`src/uccore_pkg.sv`:
```
// shared constants, encodings and state types of the serial channel core
// How it works
// [RULE_01] bit0 writes assert or negate request-to-send
// [RULE_02] bus clock divided by 32 then divider
// [RULE_03] timer pin used raw or divided by 16
// [RULE_04] clock select field picks the source
// [RULE_05] timer capture blocked while pin clocks
// [RULE_06] tx ready flag shows holding register free
// [RULE_07] start, data lsb first, parity, stop bits
// [RULE_08] transmit on falling, receive on rising
// [RULE_09] idle mark and empty flag; load resumes
// [RULE_10] disable finishes the shifting character
// [RULE_11] software reset stops transmitter at once
// [RULE_12] clear-to-send gates character start only
// [RULE_13] break ignores clear-to-send
// [RULE_14] auto negate one bit after last character
// [RULE_15] start bit checked by eight samples
// [RULE_16] receive samples at bit centre
// [RULE_17] char to holding register, upper bits zero
// [RULE_18] restart search; low half bit is start
// [RULE_19] error flags updated at character boundary
// [RULE_20] full-character low stores zero with break
// [RULE_21] mid-character break stores both characters
// [RULE_22] software programs divider at least two
// [RULE_23] divider is high byte then low byte
// [RULE_24] divided clock is sixteen-times bit clock
package uccore_pkg;
	localparam logic [7:0] OFS_CMD     = 8'h00;
	localparam logic [7:0] OFS_STATUS  = 8'h04;
	localparam logic [7:0] OFS_DATA    = 8'h08;
	localparam logic [7:0] OFS_CLKSEL  = 8'h0c;
	localparam logic [7:0] OFS_DIVHI   = 8'h10;
	localparam logic [7:0] OFS_DIVLO   = 8'h14;
	localparam logic [7:0] OFS_RTS_SET = 8'h18;
	localparam logic [7:0] OFS_RTS_CLR = 8'h1c;
	localparam logic [7:0] OFS_MODE    = 8'h20;
	// command bits
	localparam int CMD_TX_EN  = 0;
	localparam int CMD_TX_DIS = 1;
	localparam int CMD_TX_RST = 2;
	localparam int CMD_RX_EN  = 3;
	localparam int CMD_RX_DIS = 4;
	localparam int CMD_RX_RST = 5;
	localparam int CMD_BRK_ON = 6;
	localparam int CMD_BRK_OFF = 7;
	localparam int CMD_ERR_RST = 8;
	// mode bits: [1:0] data bits minus five
	localparam int MODE_PAR_EN = 2;
	localparam int MODE_PAR_ODD = 3;
	localparam int MODE_STOP2  = 4;
	localparam int MODE_CTS_CHK = 5;
	localparam int MODE_AUTO_RTS = 6;
	localparam logic [6:0] MODE_RST = 7'h03;
	localparam logic [7:0] DIV_RST  = 8'h00;
	localparam logic [1:0] CSEL_INT   = 2'h0;
	localparam logic [1:0] CSEL_EXT16 = 2'h1;
	localparam logic [1:0] CSEL_RST   = 2'h0;
	localparam logic [4:0] PRE_LAST  = 5'h1f;
	localparam logic [3:0] OS_LAST   = 4'hf;
	localparam logic [3:0] HALF_LAST = 4'h7;
	localparam logic [3:0] BITS_MIN  = 4'h5;
	typedef enum logic [2:0] {
		TX_IDLE = 3'h0, TX_START = 3'h1, TX_DATA = 3'h3,
		TX_PAR = 3'h2, TX_STOP = 3'h6, TX_RTSW = 3'h7
	} uccore_tx_t;
	typedef enum logic [2:0] {
		RX_IDLE = 3'h0, RX_START = 3'h1, RX_DATA = 3'h3,
		RX_PAR = 3'h2, RX_STOP = 3'h6, RX_BRKW = 3'h7
	} uccore_rx_t;
endpackage : uccore_pkg

```
`src/uccore_top.sv`:
```
// serial channel core: clocking, transmitter, receiver, apb registers
//
// Decided for this implementation: the APB slave port and the placing of the registers.
`timescale 1ns/100ps
`default_nettype none
module uccore_top (
	// clock, reset, enable
	input  wire logic        pclk,
	input  wire logic        presetn,
	input  wire logic        ce,
	// apb slave
	input  wire logic [7:0]  paddr,
	input  wire logic        psel,
	input  wire logic        penable,
	input  wire logic        pwrite,
	input  wire logic [31:0] pwdata,
	output var  logic [31:0] prdata,
	output var  logic        pready,
	output var  logic        pslverr,
	// serial pins
	output var  logic        serial_tx_out,
	input  wire logic        serial_rx_in,
	input  wire logic        clear_to_send_in_n,
	output var  logic        request_to_send_out_n,
	input  wire logic        timer_clock_pin,
	output var  logic        timer_capture_blocked_out
);
	typedef struct packed {
		logic [31:0] prdata;
		logic        pready;
		logic        pslverr;
		logic [1:0]  csel;
		logic [7:0]  div_hi;
		logic [7:0]  div_lo;
		logic [6:0]  mode;
		logic [4:0]  pre;
		logic [15:0] divc;
		logic [1:0]  rx_s;
		logic        rx_d;
		logic [1:0]  cts_s;
		logic [1:0]  ext_s;
		logic        ext_d;
		logic        cap_blk;
		logic        rts_n;
		logic        txo;
		logic        brk;
		logic        tx_en;
		logic [7:0]  thr;
		logic        thr_full;
		logic        tx_empty;
		uccore_pkg::uccore_tx_t tx_st;
		logic [7:0]  tx_sh;
		logic        tx_par;
		logic [3:0]  tx_bit;
		logic [3:0]  tx_osc;
		logic        tx_line;
		logic        rx_en;
		uccore_pkg::uccore_rx_t rx_st;
		logic [3:0]  rx_osc;
		logic [3:0]  rx_bit;
		logic [7:0]  rx_sh;
		logic        rx_pbit;
		logic [7:0]  rhr;
		logic        rx_ready;
		logic        pe;
		logic        fe;
		logic        oe;
		logic        rb;
	} uccore_state_t;

	uccore_state_t s_reg;
	uccore_state_t s_next;

	logic        rx;
	logic        cts_ok;
	logic        ext_rise;
	logic        ext_fall;
	logic        sync_m;
	logic        pre_tick;
	logic        os_int;
	logic        os_tick;
	logic        tx_tick;
	logic        rx_step;
	logic        rx_samp;
	logic        acc;
	logic        wr;
	logic        tx_go;
	logic        tx_rst;
	logic        rx_rst;
	logic [3:0]  nb;
	logic [15:0] div;
	logic [31:0] rd;

	function automatic logic uccore_par(input logic [7:0] d, input logic [3:0] n,
		input logic odd);
		logic p;
		p = odd;
		for (int i = 0; i < 8; i++) begin
			if (i < int'(n)) begin
				p = p ^ d[i];
			end
		end
		return p;
	endfunction : uccore_par

	always_comb begin
		s_next = s_reg;
		rx = s_reg.rx_s[1];
		cts_ok = ~s_reg.cts_s[1];
		ext_rise = s_reg.ext_s[1] & ~s_reg.ext_d;
		ext_fall = ~s_reg.ext_s[1] & s_reg.ext_d;
		sync_m = s_reg.csel[1];
		nb = uccore_pkg::BITS_MIN + {2'b00, s_reg.mode[1:0]};
		div = {s_reg.div_hi, s_reg.div_lo}; // RULE_23
		tx_rst = 1'b0;
		rx_rst = 1'b0;
		// synchronisers
		s_next.rx_s = {s_reg.rx_s[0], serial_rx_in};
		s_next.rx_d = rx;
		s_next.cts_s = {s_reg.cts_s[0], clear_to_send_in_n};
		s_next.ext_s = {s_reg.ext_s[0], timer_clock_pin};
		s_next.ext_d = s_reg.ext_s[1];
		// prescaler and divider; values below two are not guarded
		s_next.pre = s_reg.pre + 5'h01;
		pre_tick = s_reg.pre == uccore_pkg::PRE_LAST; // RULE_02
		os_int = pre_tick & ({1'b0, s_reg.divc} + 17'h00001 >= {1'b0, div}); // RULE_22
		if (pre_tick) begin
			s_next.divc = os_int ? 16'h0000 : s_reg.divc + 16'h0001;
		end
		// oversampling tick from the selected source
		os_tick = (s_reg.csel == uccore_pkg::CSEL_INT) ? os_int : ext_rise; // RULE_04 RULE_24 RULE_03
		s_next.cap_blk = s_reg.csel != uccore_pkg::CSEL_INT; // RULE_05
		// apb: request completes at the edge that sees pready
		acc = psel & penable & s_reg.pready;
		wr = acc & pwrite;
		s_next.pready = psel & penable & ~s_reg.pready;
		rd = 32'h00000000;
		s_next.pslverr = 1'b0;
		unique case (paddr)
			uccore_pkg::OFS_STATUS: begin
				rd = {24'h000000, s_reg.cts_s[1], s_reg.rb, s_reg.oe, s_reg.fe,
					s_reg.pe, s_reg.rx_ready, s_reg.tx_empty,
					s_reg.tx_en & ~s_reg.thr_full}; // RULE_06 RULE_19
			end
			uccore_pkg::OFS_DATA: rd = {24'h000000, s_reg.rhr};
			uccore_pkg::OFS_CLKSEL: rd = {30'h00000000, s_reg.csel};
			uccore_pkg::OFS_MODE: rd = {25'h0000000, s_reg.mode};
			uccore_pkg::OFS_CMD, uccore_pkg::OFS_DIVHI, uccore_pkg::OFS_DIVLO,
			uccore_pkg::OFS_RTS_SET, uccore_pkg::OFS_RTS_CLR: rd = 32'h00000000;
			default: s_next.pslverr = psel & penable & ~s_reg.pready;
		endcase
		if (psel & penable & ~s_reg.pready) begin
			s_next.prdata = pwrite ? 32'h00000000 : rd;
		end
		if (acc & ~pwrite & paddr == uccore_pkg::OFS_DATA) begin
			s_next.rx_ready = 1'b0;
		end
		if (wr) begin
			unique case (paddr)
				uccore_pkg::OFS_CLKSEL: s_next.csel = pwdata[1:0];
				uccore_pkg::OFS_DIVHI: s_next.div_hi = pwdata[7:0];
				uccore_pkg::OFS_DIVLO: s_next.div_lo = pwdata[7:0];
				uccore_pkg::OFS_MODE: s_next.mode = pwdata[6:0];
				uccore_pkg::OFS_DATA: begin
					if (~s_reg.thr_full) begin
						s_next.thr = pwdata[7:0];
						s_next.thr_full = 1'b1;
						s_next.tx_empty = 1'b0; // RULE_09
					end
				end
				uccore_pkg::OFS_CMD: begin
					if (pwdata[uccore_pkg::CMD_TX_EN]) s_next.tx_en = 1'b1;
					if (pwdata[uccore_pkg::CMD_TX_DIS]) s_next.tx_en = 1'b0; // RULE_10
					if (pwdata[uccore_pkg::CMD_RX_EN]) s_next.rx_en = 1'b1;
					if (pwdata[uccore_pkg::CMD_RX_DIS]) s_next.rx_en = 1'b0;
					if (pwdata[uccore_pkg::CMD_BRK_ON]) s_next.brk = 1'b1;
					if (pwdata[uccore_pkg::CMD_BRK_OFF]) s_next.brk = 1'b0;
					if (pwdata[uccore_pkg::CMD_ERR_RST]) begin
						s_next.pe = 1'b0;
						s_next.fe = 1'b0;
						s_next.oe = 1'b0;
						s_next.rb = 1'b0;
					end
					tx_rst = pwdata[uccore_pkg::CMD_TX_RST];
					rx_rst = pwdata[uccore_pkg::CMD_RX_RST];
				end
				default: ;
			endcase
		end
		// transmitter: shifts on the falling phase of the bit clock
		if (os_tick) begin
			s_next.tx_osc = s_reg.tx_osc + 4'h1;
		end
		tx_tick = sync_m ? ext_fall : (os_tick & s_reg.tx_osc == uccore_pkg::OS_LAST); // RULE_08
		tx_go = s_reg.thr_full & s_reg.tx_en & ~s_reg.brk &
			(~s_reg.mode[uccore_pkg::MODE_CTS_CHK] | cts_ok); // RULE_12 RULE_13
		if (tx_tick) begin
			unique case (s_reg.tx_st)
				uccore_pkg::TX_IDLE, uccore_pkg::TX_STOP: begin
					if (s_reg.tx_st == uccore_pkg::TX_STOP &
						s_reg.mode[uccore_pkg::MODE_STOP2] & s_reg.tx_bit == 4'h0) begin
						s_next.tx_bit = 4'h1;
					end else if (tx_go) begin
						s_next.tx_sh = s_reg.thr;
						s_next.tx_par = uccore_par(s_reg.thr, nb,
							s_reg.mode[uccore_pkg::MODE_PAR_ODD]);
						s_next.thr_full = 1'b0;
						s_next.tx_line = 1'b0; // RULE_07
						s_next.tx_st = uccore_pkg::TX_START;
					end else if (s_reg.tx_st == uccore_pkg::TX_STOP) begin
						s_next.tx_line = 1'b1; // RULE_09
						s_next.tx_empty = ~s_reg.thr_full;
						s_next.tx_st = (~s_reg.tx_en & s_reg.mode[uccore_pkg::MODE_AUTO_RTS])
							? uccore_pkg::TX_RTSW : uccore_pkg::TX_IDLE;
					end
				end
				uccore_pkg::TX_START, uccore_pkg::TX_DATA: begin
					if (s_reg.tx_st == uccore_pkg::TX_DATA & s_reg.tx_bit == nb) begin
						s_next.tx_bit = 4'h0;
						if (s_reg.mode[uccore_pkg::MODE_PAR_EN]) begin
							s_next.tx_line = s_reg.tx_par;
							s_next.tx_st = uccore_pkg::TX_PAR;
						end else begin
							s_next.tx_line = 1'b1;
							s_next.tx_st = uccore_pkg::TX_STOP;
						end
					end else begin
						s_next.tx_line = s_reg.tx_sh[0]; // RULE_07
						s_next.tx_sh = {1'b0, s_reg.tx_sh[7:1]};
						s_next.tx_bit = (s_reg.tx_st == uccore_pkg::TX_START) ? 4'h1
							: s_reg.tx_bit + 4'h1;
						s_next.tx_st = uccore_pkg::TX_DATA;
					end
				end
				uccore_pkg::TX_PAR: begin
					s_next.tx_line = 1'b1;
					s_next.tx_st = uccore_pkg::TX_STOP;
				end
				uccore_pkg::TX_RTSW: begin
					s_next.rts_n = 1'b1; // RULE_14
					s_next.tx_st = uccore_pkg::TX_IDLE;
				end
				default: s_next.tx_st = uccore_pkg::TX_IDLE;
			endcase
		end
		if (tx_rst) begin
			s_next.tx_st = uccore_pkg::TX_IDLE; // RULE_11
			s_next.tx_line = 1'b1;
			s_next.tx_en = 1'b0;
			s_next.thr_full = 1'b0;
			s_next.tx_empty = 1'b1;
			s_next.tx_bit = 4'h0;
		end
		// written after the engine so a software write wins the same edge
		if (wr & paddr == uccore_pkg::OFS_RTS_SET & pwdata[0]) s_next.rts_n = 1'b0; // RULE_01
		if (wr & paddr == uccore_pkg::OFS_RTS_CLR & pwdata[0]) s_next.rts_n = 1'b1; // RULE_01
		s_next.txo = s_next.tx_line & ~s_next.brk;
		// receiver: samples on the rising phase
		rx_step = sync_m ? ext_rise : os_tick;
		rx_samp = rx_step & (sync_m | s_reg.rx_osc == uccore_pkg::OS_LAST); // RULE_16
		if (rx_step) begin
			s_next.rx_osc = s_reg.rx_osc + 4'h1;
		end
		unique case (s_reg.rx_st)
			uccore_pkg::RX_IDLE: begin
				if (s_reg.rx_en & s_reg.rx_d & ~rx) begin
					s_next.rx_st = uccore_pkg::RX_START;
					s_next.rx_osc = 4'h0;
				end
			end
			uccore_pkg::RX_START: begin
				if (rx_step & rx) begin
					s_next.rx_st = uccore_pkg::RX_IDLE; // RULE_15
				end else if (rx_step & (sync_m | s_reg.rx_osc == uccore_pkg::HALF_LAST)) begin
					s_next.rx_st = uccore_pkg::RX_DATA; // RULE_15
					s_next.rx_osc = 4'h0;
					s_next.rx_bit = 4'h0;
					s_next.rx_sh = 8'h00;
				end
			end
			uccore_pkg::RX_DATA: begin
				if (rx_samp) begin
					s_next.rx_osc = 4'h0;
					s_next.rx_sh[s_reg.rx_bit[2:0]] = rx; // RULE_16
					s_next.rx_bit = s_reg.rx_bit + 4'h1;
					if (s_reg.rx_bit + 4'h1 == nb) begin
						s_next.rx_pbit = 1'b0;
						s_next.rx_st = s_reg.mode[uccore_pkg::MODE_PAR_EN]
							? uccore_pkg::RX_PAR : uccore_pkg::RX_STOP;
					end
				end
			end
			uccore_pkg::RX_PAR: begin
				if (rx_samp) begin
					s_next.rx_osc = 4'h0;
					s_next.rx_pbit = rx;
					s_next.rx_st = uccore_pkg::RX_STOP;
				end
			end
			uccore_pkg::RX_STOP: begin
				if (rx_samp) begin
					s_next.rx_osc = 4'h0;
					s_next.rhr = s_reg.rx_sh; // RULE_17
					s_next.rx_ready = 1'b1;
					s_next.oe = s_reg.rx_ready; // RULE_19
					s_next.pe = s_reg.mode[uccore_pkg::MODE_PAR_EN] &
						(s_reg.rx_pbit != uccore_par(s_reg.rx_sh, nb,
						s_reg.mode[uccore_pkg::MODE_PAR_ODD]));
					s_next.fe = ~rx;
					s_next.rb = ~rx & ~|s_reg.rx_sh & ~s_reg.rx_pbit; // RULE_20
					if (rx) begin
						s_next.rx_st = uccore_pkg::RX_IDLE; // RULE_18
					end else if (|s_reg.rx_sh) begin
						s_next.rx_st = uccore_pkg::RX_START; // RULE_18 RULE_21
					end else begin
						s_next.rx_st = uccore_pkg::RX_BRKW; // RULE_20
					end
				end
			end
			uccore_pkg::RX_BRKW: begin
				if (rx_step & ~rx) begin
					s_next.rx_osc = 4'h0;
				end else if (rx_step & (sync_m | s_reg.rx_osc == uccore_pkg::HALF_LAST)) begin
					s_next.rx_st = uccore_pkg::RX_IDLE; // RULE_20
				end
			end
			default: s_next.rx_st = uccore_pkg::RX_IDLE;
		endcase
		if (rx_rst) begin
			s_next.rx_st = uccore_pkg::RX_IDLE;
			s_next.rx_en = 1'b0;
			s_next.rx_ready = 1'b0;
			s_next.pe = 1'b0;
			s_next.fe = 1'b0;
			s_next.oe = 1'b0;
			s_next.rb = 1'b0;
		end
	end

	always_ff @(posedge pclk or negedge presetn) begin
		if (!presetn) begin
			s_reg <= '0;
			s_reg.csel <= uccore_pkg::CSEL_RST;
			s_reg.div_hi <= uccore_pkg::DIV_RST;
			s_reg.div_lo <= uccore_pkg::DIV_RST;
			s_reg.mode <= uccore_pkg::MODE_RST;
			s_reg.rx_s <= 2'b11;
			s_reg.rx_d <= 1'b1;
			s_reg.cts_s <= 2'b11;
			s_reg.rts_n <= 1'b1;
			s_reg.txo <= 1'b1;
			s_reg.tx_line <= 1'b1;
			s_reg.tx_empty <= 1'b1;
		end else if (ce) begin
			s_reg <= s_next;
		end
	end

	assign prdata = s_reg.prdata;
	assign pready = s_reg.pready;
	assign pslverr = s_reg.pslverr;
	assign serial_tx_out = s_reg.txo;
	assign request_to_send_out_n = s_reg.rts_n;
	assign timer_capture_blocked_out = s_reg.cap_blk;
endmodule : uccore_top
`default_nettype wire
```
`config.mk`:
```
export PLATFORM = sky130hd
export DESIGN_NAME = uccore_top
export DESIGN_NICKNAME = d
export VERILOG_FILES = /design/src/uccore_pkg.sv /design/src/uccore_top.sv
export SDC_FILE = /design/constraint.sdc
export NUM_CORES = 1
export LEC_CHECK = 0
export BUFFER_PORTS_ARGS = -buffer_cell sky130_fd_sc_hd__buf_2
export CORE_MARGIN = 5
export CORE_UTILIZATION = 50
export CTS_CLUSTER_DIAMETER = 40
export DETAILED_ROUTE_END_ITERATION = 8
export GPL_TIMING_DRIVEN = 0
export PLACE_DENSITY = 0.7
export SYNTH_ARGS = -nofsm -noshare
export SYNTH_HDL_FRONTEND = slang
export SYNTH_SLANG_ARGS = --single-unit
```
`constraint.sdc`:
```
create_clock -name pclk -period 5.1 [get_ports pclk]
set_clock_uncertainty 0.2 [all_clocks]
set_input_delay 0 -clock pclk [delete_from_list [all_inputs] [get_ports pclk]]
set_output_delay 0 -clock pclk [all_outputs]
set_load 0.005 [all_outputs]
```
==> flow_summary.toml <==
[worst_setup_path]
r2r_slack_ps = 470
worstPathRequired_ps = 5240
crit_family = "simple AND/OR/NAND/NOR gates"
arrival_ps = 4780
crit_path_max_incr_delay_ps = 570
cp_max_fo = 10
worstPathCellList = "nand2_1 -> nor2_1 -> nand2_1 -> or3_1 -> nor2_1 -> xor2_1 -> ha_1 -> nand3_1 -> nor2_1 -> a31oi_1 -> nand4_1 -> o21ai_2 -> nor2_1 -> a41oi_1 -> a21oi_1 -> dlygate4sd3_1"
start_kind = "flop"
critPathLaunch = "s_reg[80]$_DFFE_PN0P_"
cp_num_cells = 16
crit_path_end = "request_to_send_out_n$_DFFE_PN1P_"
r2r_end = "request_to_send_out_n$_DFFE_PN1P_"
endpoint_kind = "flop"
r2r_cells = 16
critical_path_buf_inv_count = 1
cp_slowest_cell = "dlygate4sd3_1"
critical_path_class = "flop to flop"
crit_top_cell = "nor2_1"
rr_startpoint = "s_reg[80]$_DFFE_PN0P_"

[yosys]
synth_area_leaders = "dfrtp_1 (39%), mux2_2 (7.5%), nand2_1 (4.8%), ha_1 (4.3%), o21ai_0 (4.1%)"
async_flop_share_pct = 100
synth_simple_gate_area_share_pct = 17.5
synth_compound_gate_area_share_pct = 15.3
synth_top_area_share_pct = 39.2
syn_inst = 823
ys_warn_count = 0
synth_largest_area_cell = "dfrtp_1"
muxShareOfSynthArea_pct = 8.50
ys.flop_type = "dfrtp_1"
syn-cell-area_mm2 = 0.00784
synth_top_family_by_area = "simple AND/OR/NAND/NOR gates"
synth_edf_count = 0
synth.yosys.seq_area_share_pct = 42.9
avgSynthCellArea_um2 = 9.53
yosys.area_share.xor_xnor_pct = 5.14
synth_common_cells = "dfrtp_1 (123), nand2_1 (100), o21ai_0 (64)"
synthMostInstantiatedCell = "dfrtp_1"
ys_seq_elements = 134
synth_fa_ha_area_share_pct = 4.31
yosysUniqueCellTypes = 73

[pwr]
p_leak_nw = 4.23
peakVddDrop_v = 0.000238
power_density_mw_per_mm2 = 291

[layout]
num_antenna_cells = 0
fin_nets = 1011
syn_to_final_growth_pct = 19.7
largest_reg_flops = 100
fin_util_pct = 61.3
fillerInstances = 1345
drive_gt1_share_pct = 20.3

[routing]
drc = 0
routed_wl_um = 20100
drtPass1Iterations = 5
ant_nets = 0
initialDrtViolationCount = 581
dr_total_vias = 6524
wl_per_cell_um = 17.4
vias_per_cell = 5.63

[floorplan]
ios = 86
fp.coreArea_mm2 = 0.0153
fp.dieH_um = 135
start_util_pct = 51.2
die_area_mm2 = 0.0183
fp.dieW_um = 135
num_rows = 45

[grt]
grt_overflow = 0
grt_max_degree = 94
grt_pass1_wl_um = 32300
grtUsageMet2_pct = 36.1
grt_util_met1_pct = 30.7
use_met3_pct = 5.20
antenna_found_initial = 0
grt_pass1_vias = 6315
grt_usage_pct = 22.5
grt_most_used_layer = "met2"

[sta]
hold_viol_final = 0
period_needed_ps = 4630
fin_crit_sh_pct = 90.9
rsz0062_at_grt = "false"
fin_setup_tns_ps = 0
setup_viol = 0
tightest_slew_ps = 1130
fmax_mhz = 216
finalMaxSlewViolations = 0
maxSlewHeadroom_pct = 23.8

[cts]
clk_latency_ps = 430
clockBufferDepth = 2
cts_buffers = 17
cts_tree = "done"
clk_pin_slew_ps = 60
postCtsResizedCells = 0
root_buffer = "clkbuf_16"
cts.sinks = 134
h-tree-depth = 4

[placed_design]
io_buffer_count = 37
hpwl_um = 14000
gp_congestion = 0.918

[flow_run]
cap_violations = 0

[hold_path]
hp-class = "input pin to flop"

[status]
status = "completed"
-- worst min path at each step --
| stage | from | endpoint | cells past startpoint | slack, ps |
|---|---|---|---|---|
| final | paddr[7] | s_reg[123]$_DFFE_PN0P_ | 5 | 100 |
| after global routing | paddr[0] | s_reg[122]$_DFFE_PN0P_ | 5 | 120 |
| after CTS | paddr[0] | s_reg[123]$_DFFE_PN0P_ | 5 | 90 |
| after detailed placement | presetn | s_reg[83]$_DFFE_PN0P_ | 1 | -260 |
| after global placement | serial_rx_in | s_next[77]$_DFFE_PN1P_ | 2 | 30 |
| after floorplan | presetn | div[0]$_DFFE_PN0P_ | 0 | -500 |
-- per-stage QoR --
step	setup slack (ps)	instance area, µm²	power (mW)	instances	hold WS [ps]
after floorplan	1470	7930	1.31	846	-496
after global placement	683	8380	1.39	1094	34.0
after detailed placement	609	8410	1.40	1095	-257
after CTS	507	9390	2.75	1159	91.1
after global routing	149	9390	2.84	1159	121
final	465	9390	2.73	1159	95.6
-- tightest hold or removal path: cells and delay by family --
family	cells	cell delay (ps)
buffers and inverters	1	130
muxes	1	160
and+or+nand+nor	3	390
-- layer usage --
metal	part of all wire [%]	up-vias
met5	0	-
met4	1.6	0
met1	45	3181
met2	47	201
li1	-	3111
met3	6.0	31
-- placed cells by master (no fill, tap or decap), types with 7 or more instances in the layout --
cell type | Yosys | layout
dfrtp_1 | 123 | 123
nand2_1 | 100 | 100
o21ai_0 | 64 | 64
mux2_2 | 52 | 52
nor2_1 | 51 | 51
buf_2 | 4 | 40
inv_1 | 35 | 35
xnor2_1 | 34 | 34
buf_4 | 32 | 32
dlygate4sd3_1 | 0 | 31
nand3_1 | 29 | 29
a21oi_1 | 28 | 28
ha_1 | 27 | 27
clkbuf_1 | 24 | 25
conb_1 | 1 | 24
clkbuf_16 | 0 | 17
nand4_1 | 14 | 14
nor3_1 | 14 | 14
xor2_1 | 12 | 12
dfstp_2 | 11 | 11
and3_1 | 10 | 10
o22ai_1 | 10 | 10
a22oi_1 | 9 | 9
a21o_1 | 8 | 8
nand2b_1 | 8 | 8
mux2i_1 | 7 | 7
-- area by class of cell --
cell class | count | area (µm²) | area share (%)
Multi-Input combinational cell | 614 | 4070 | 43.4
Sequential cell | 134 | 3370 | 35.9
Timing Repair Buffer | 70 | 549 | 5.85
Clock buffer | 21 | 470 | 5.01
Buffer | 63 | 362 | 3.85
Tap cell | 211 | 264 | 2.81
Clock inverter | 11 | 173 | 1.84
Inverter | 35 | 131 | 1.40
-- cell families (layout without fill, tap and decap cells) --
group,after synthesis,in the layout
other,1,24
XOR/XNOR,46,46
AO/OA/AOI/OAI,183,183
AND/OR/NAND/NOR,274,274
adder cells (fa/ha/maj),27,27
multiplexers,60,60
flip-flops,134,134
buffers and inverters,98,200
-- report_power, final --
| group | internal (mW) | total, mW | leakage (nW) | switching, mW |
|---|---|---|---|---|
| Sequential | 1.12 | 1.17 | 1.74 | 0.0462 |
| Clock | 0.858 | 1.33 | 0.302 | 0.473 |
| Combinational | 0.105 | 0.234 | 2.18 | 0.129 |
| Total | 2.08 | 2.73 | 4.23 | 0.648 |
-- repair_timing --
action                                 4_1_cts  5_1_grt
buffers inserted                             0        0
hold buffers                                32        0
endpoints found under the hold margin      179        0
Note: power is estimated with default switching activity, not from simulation.
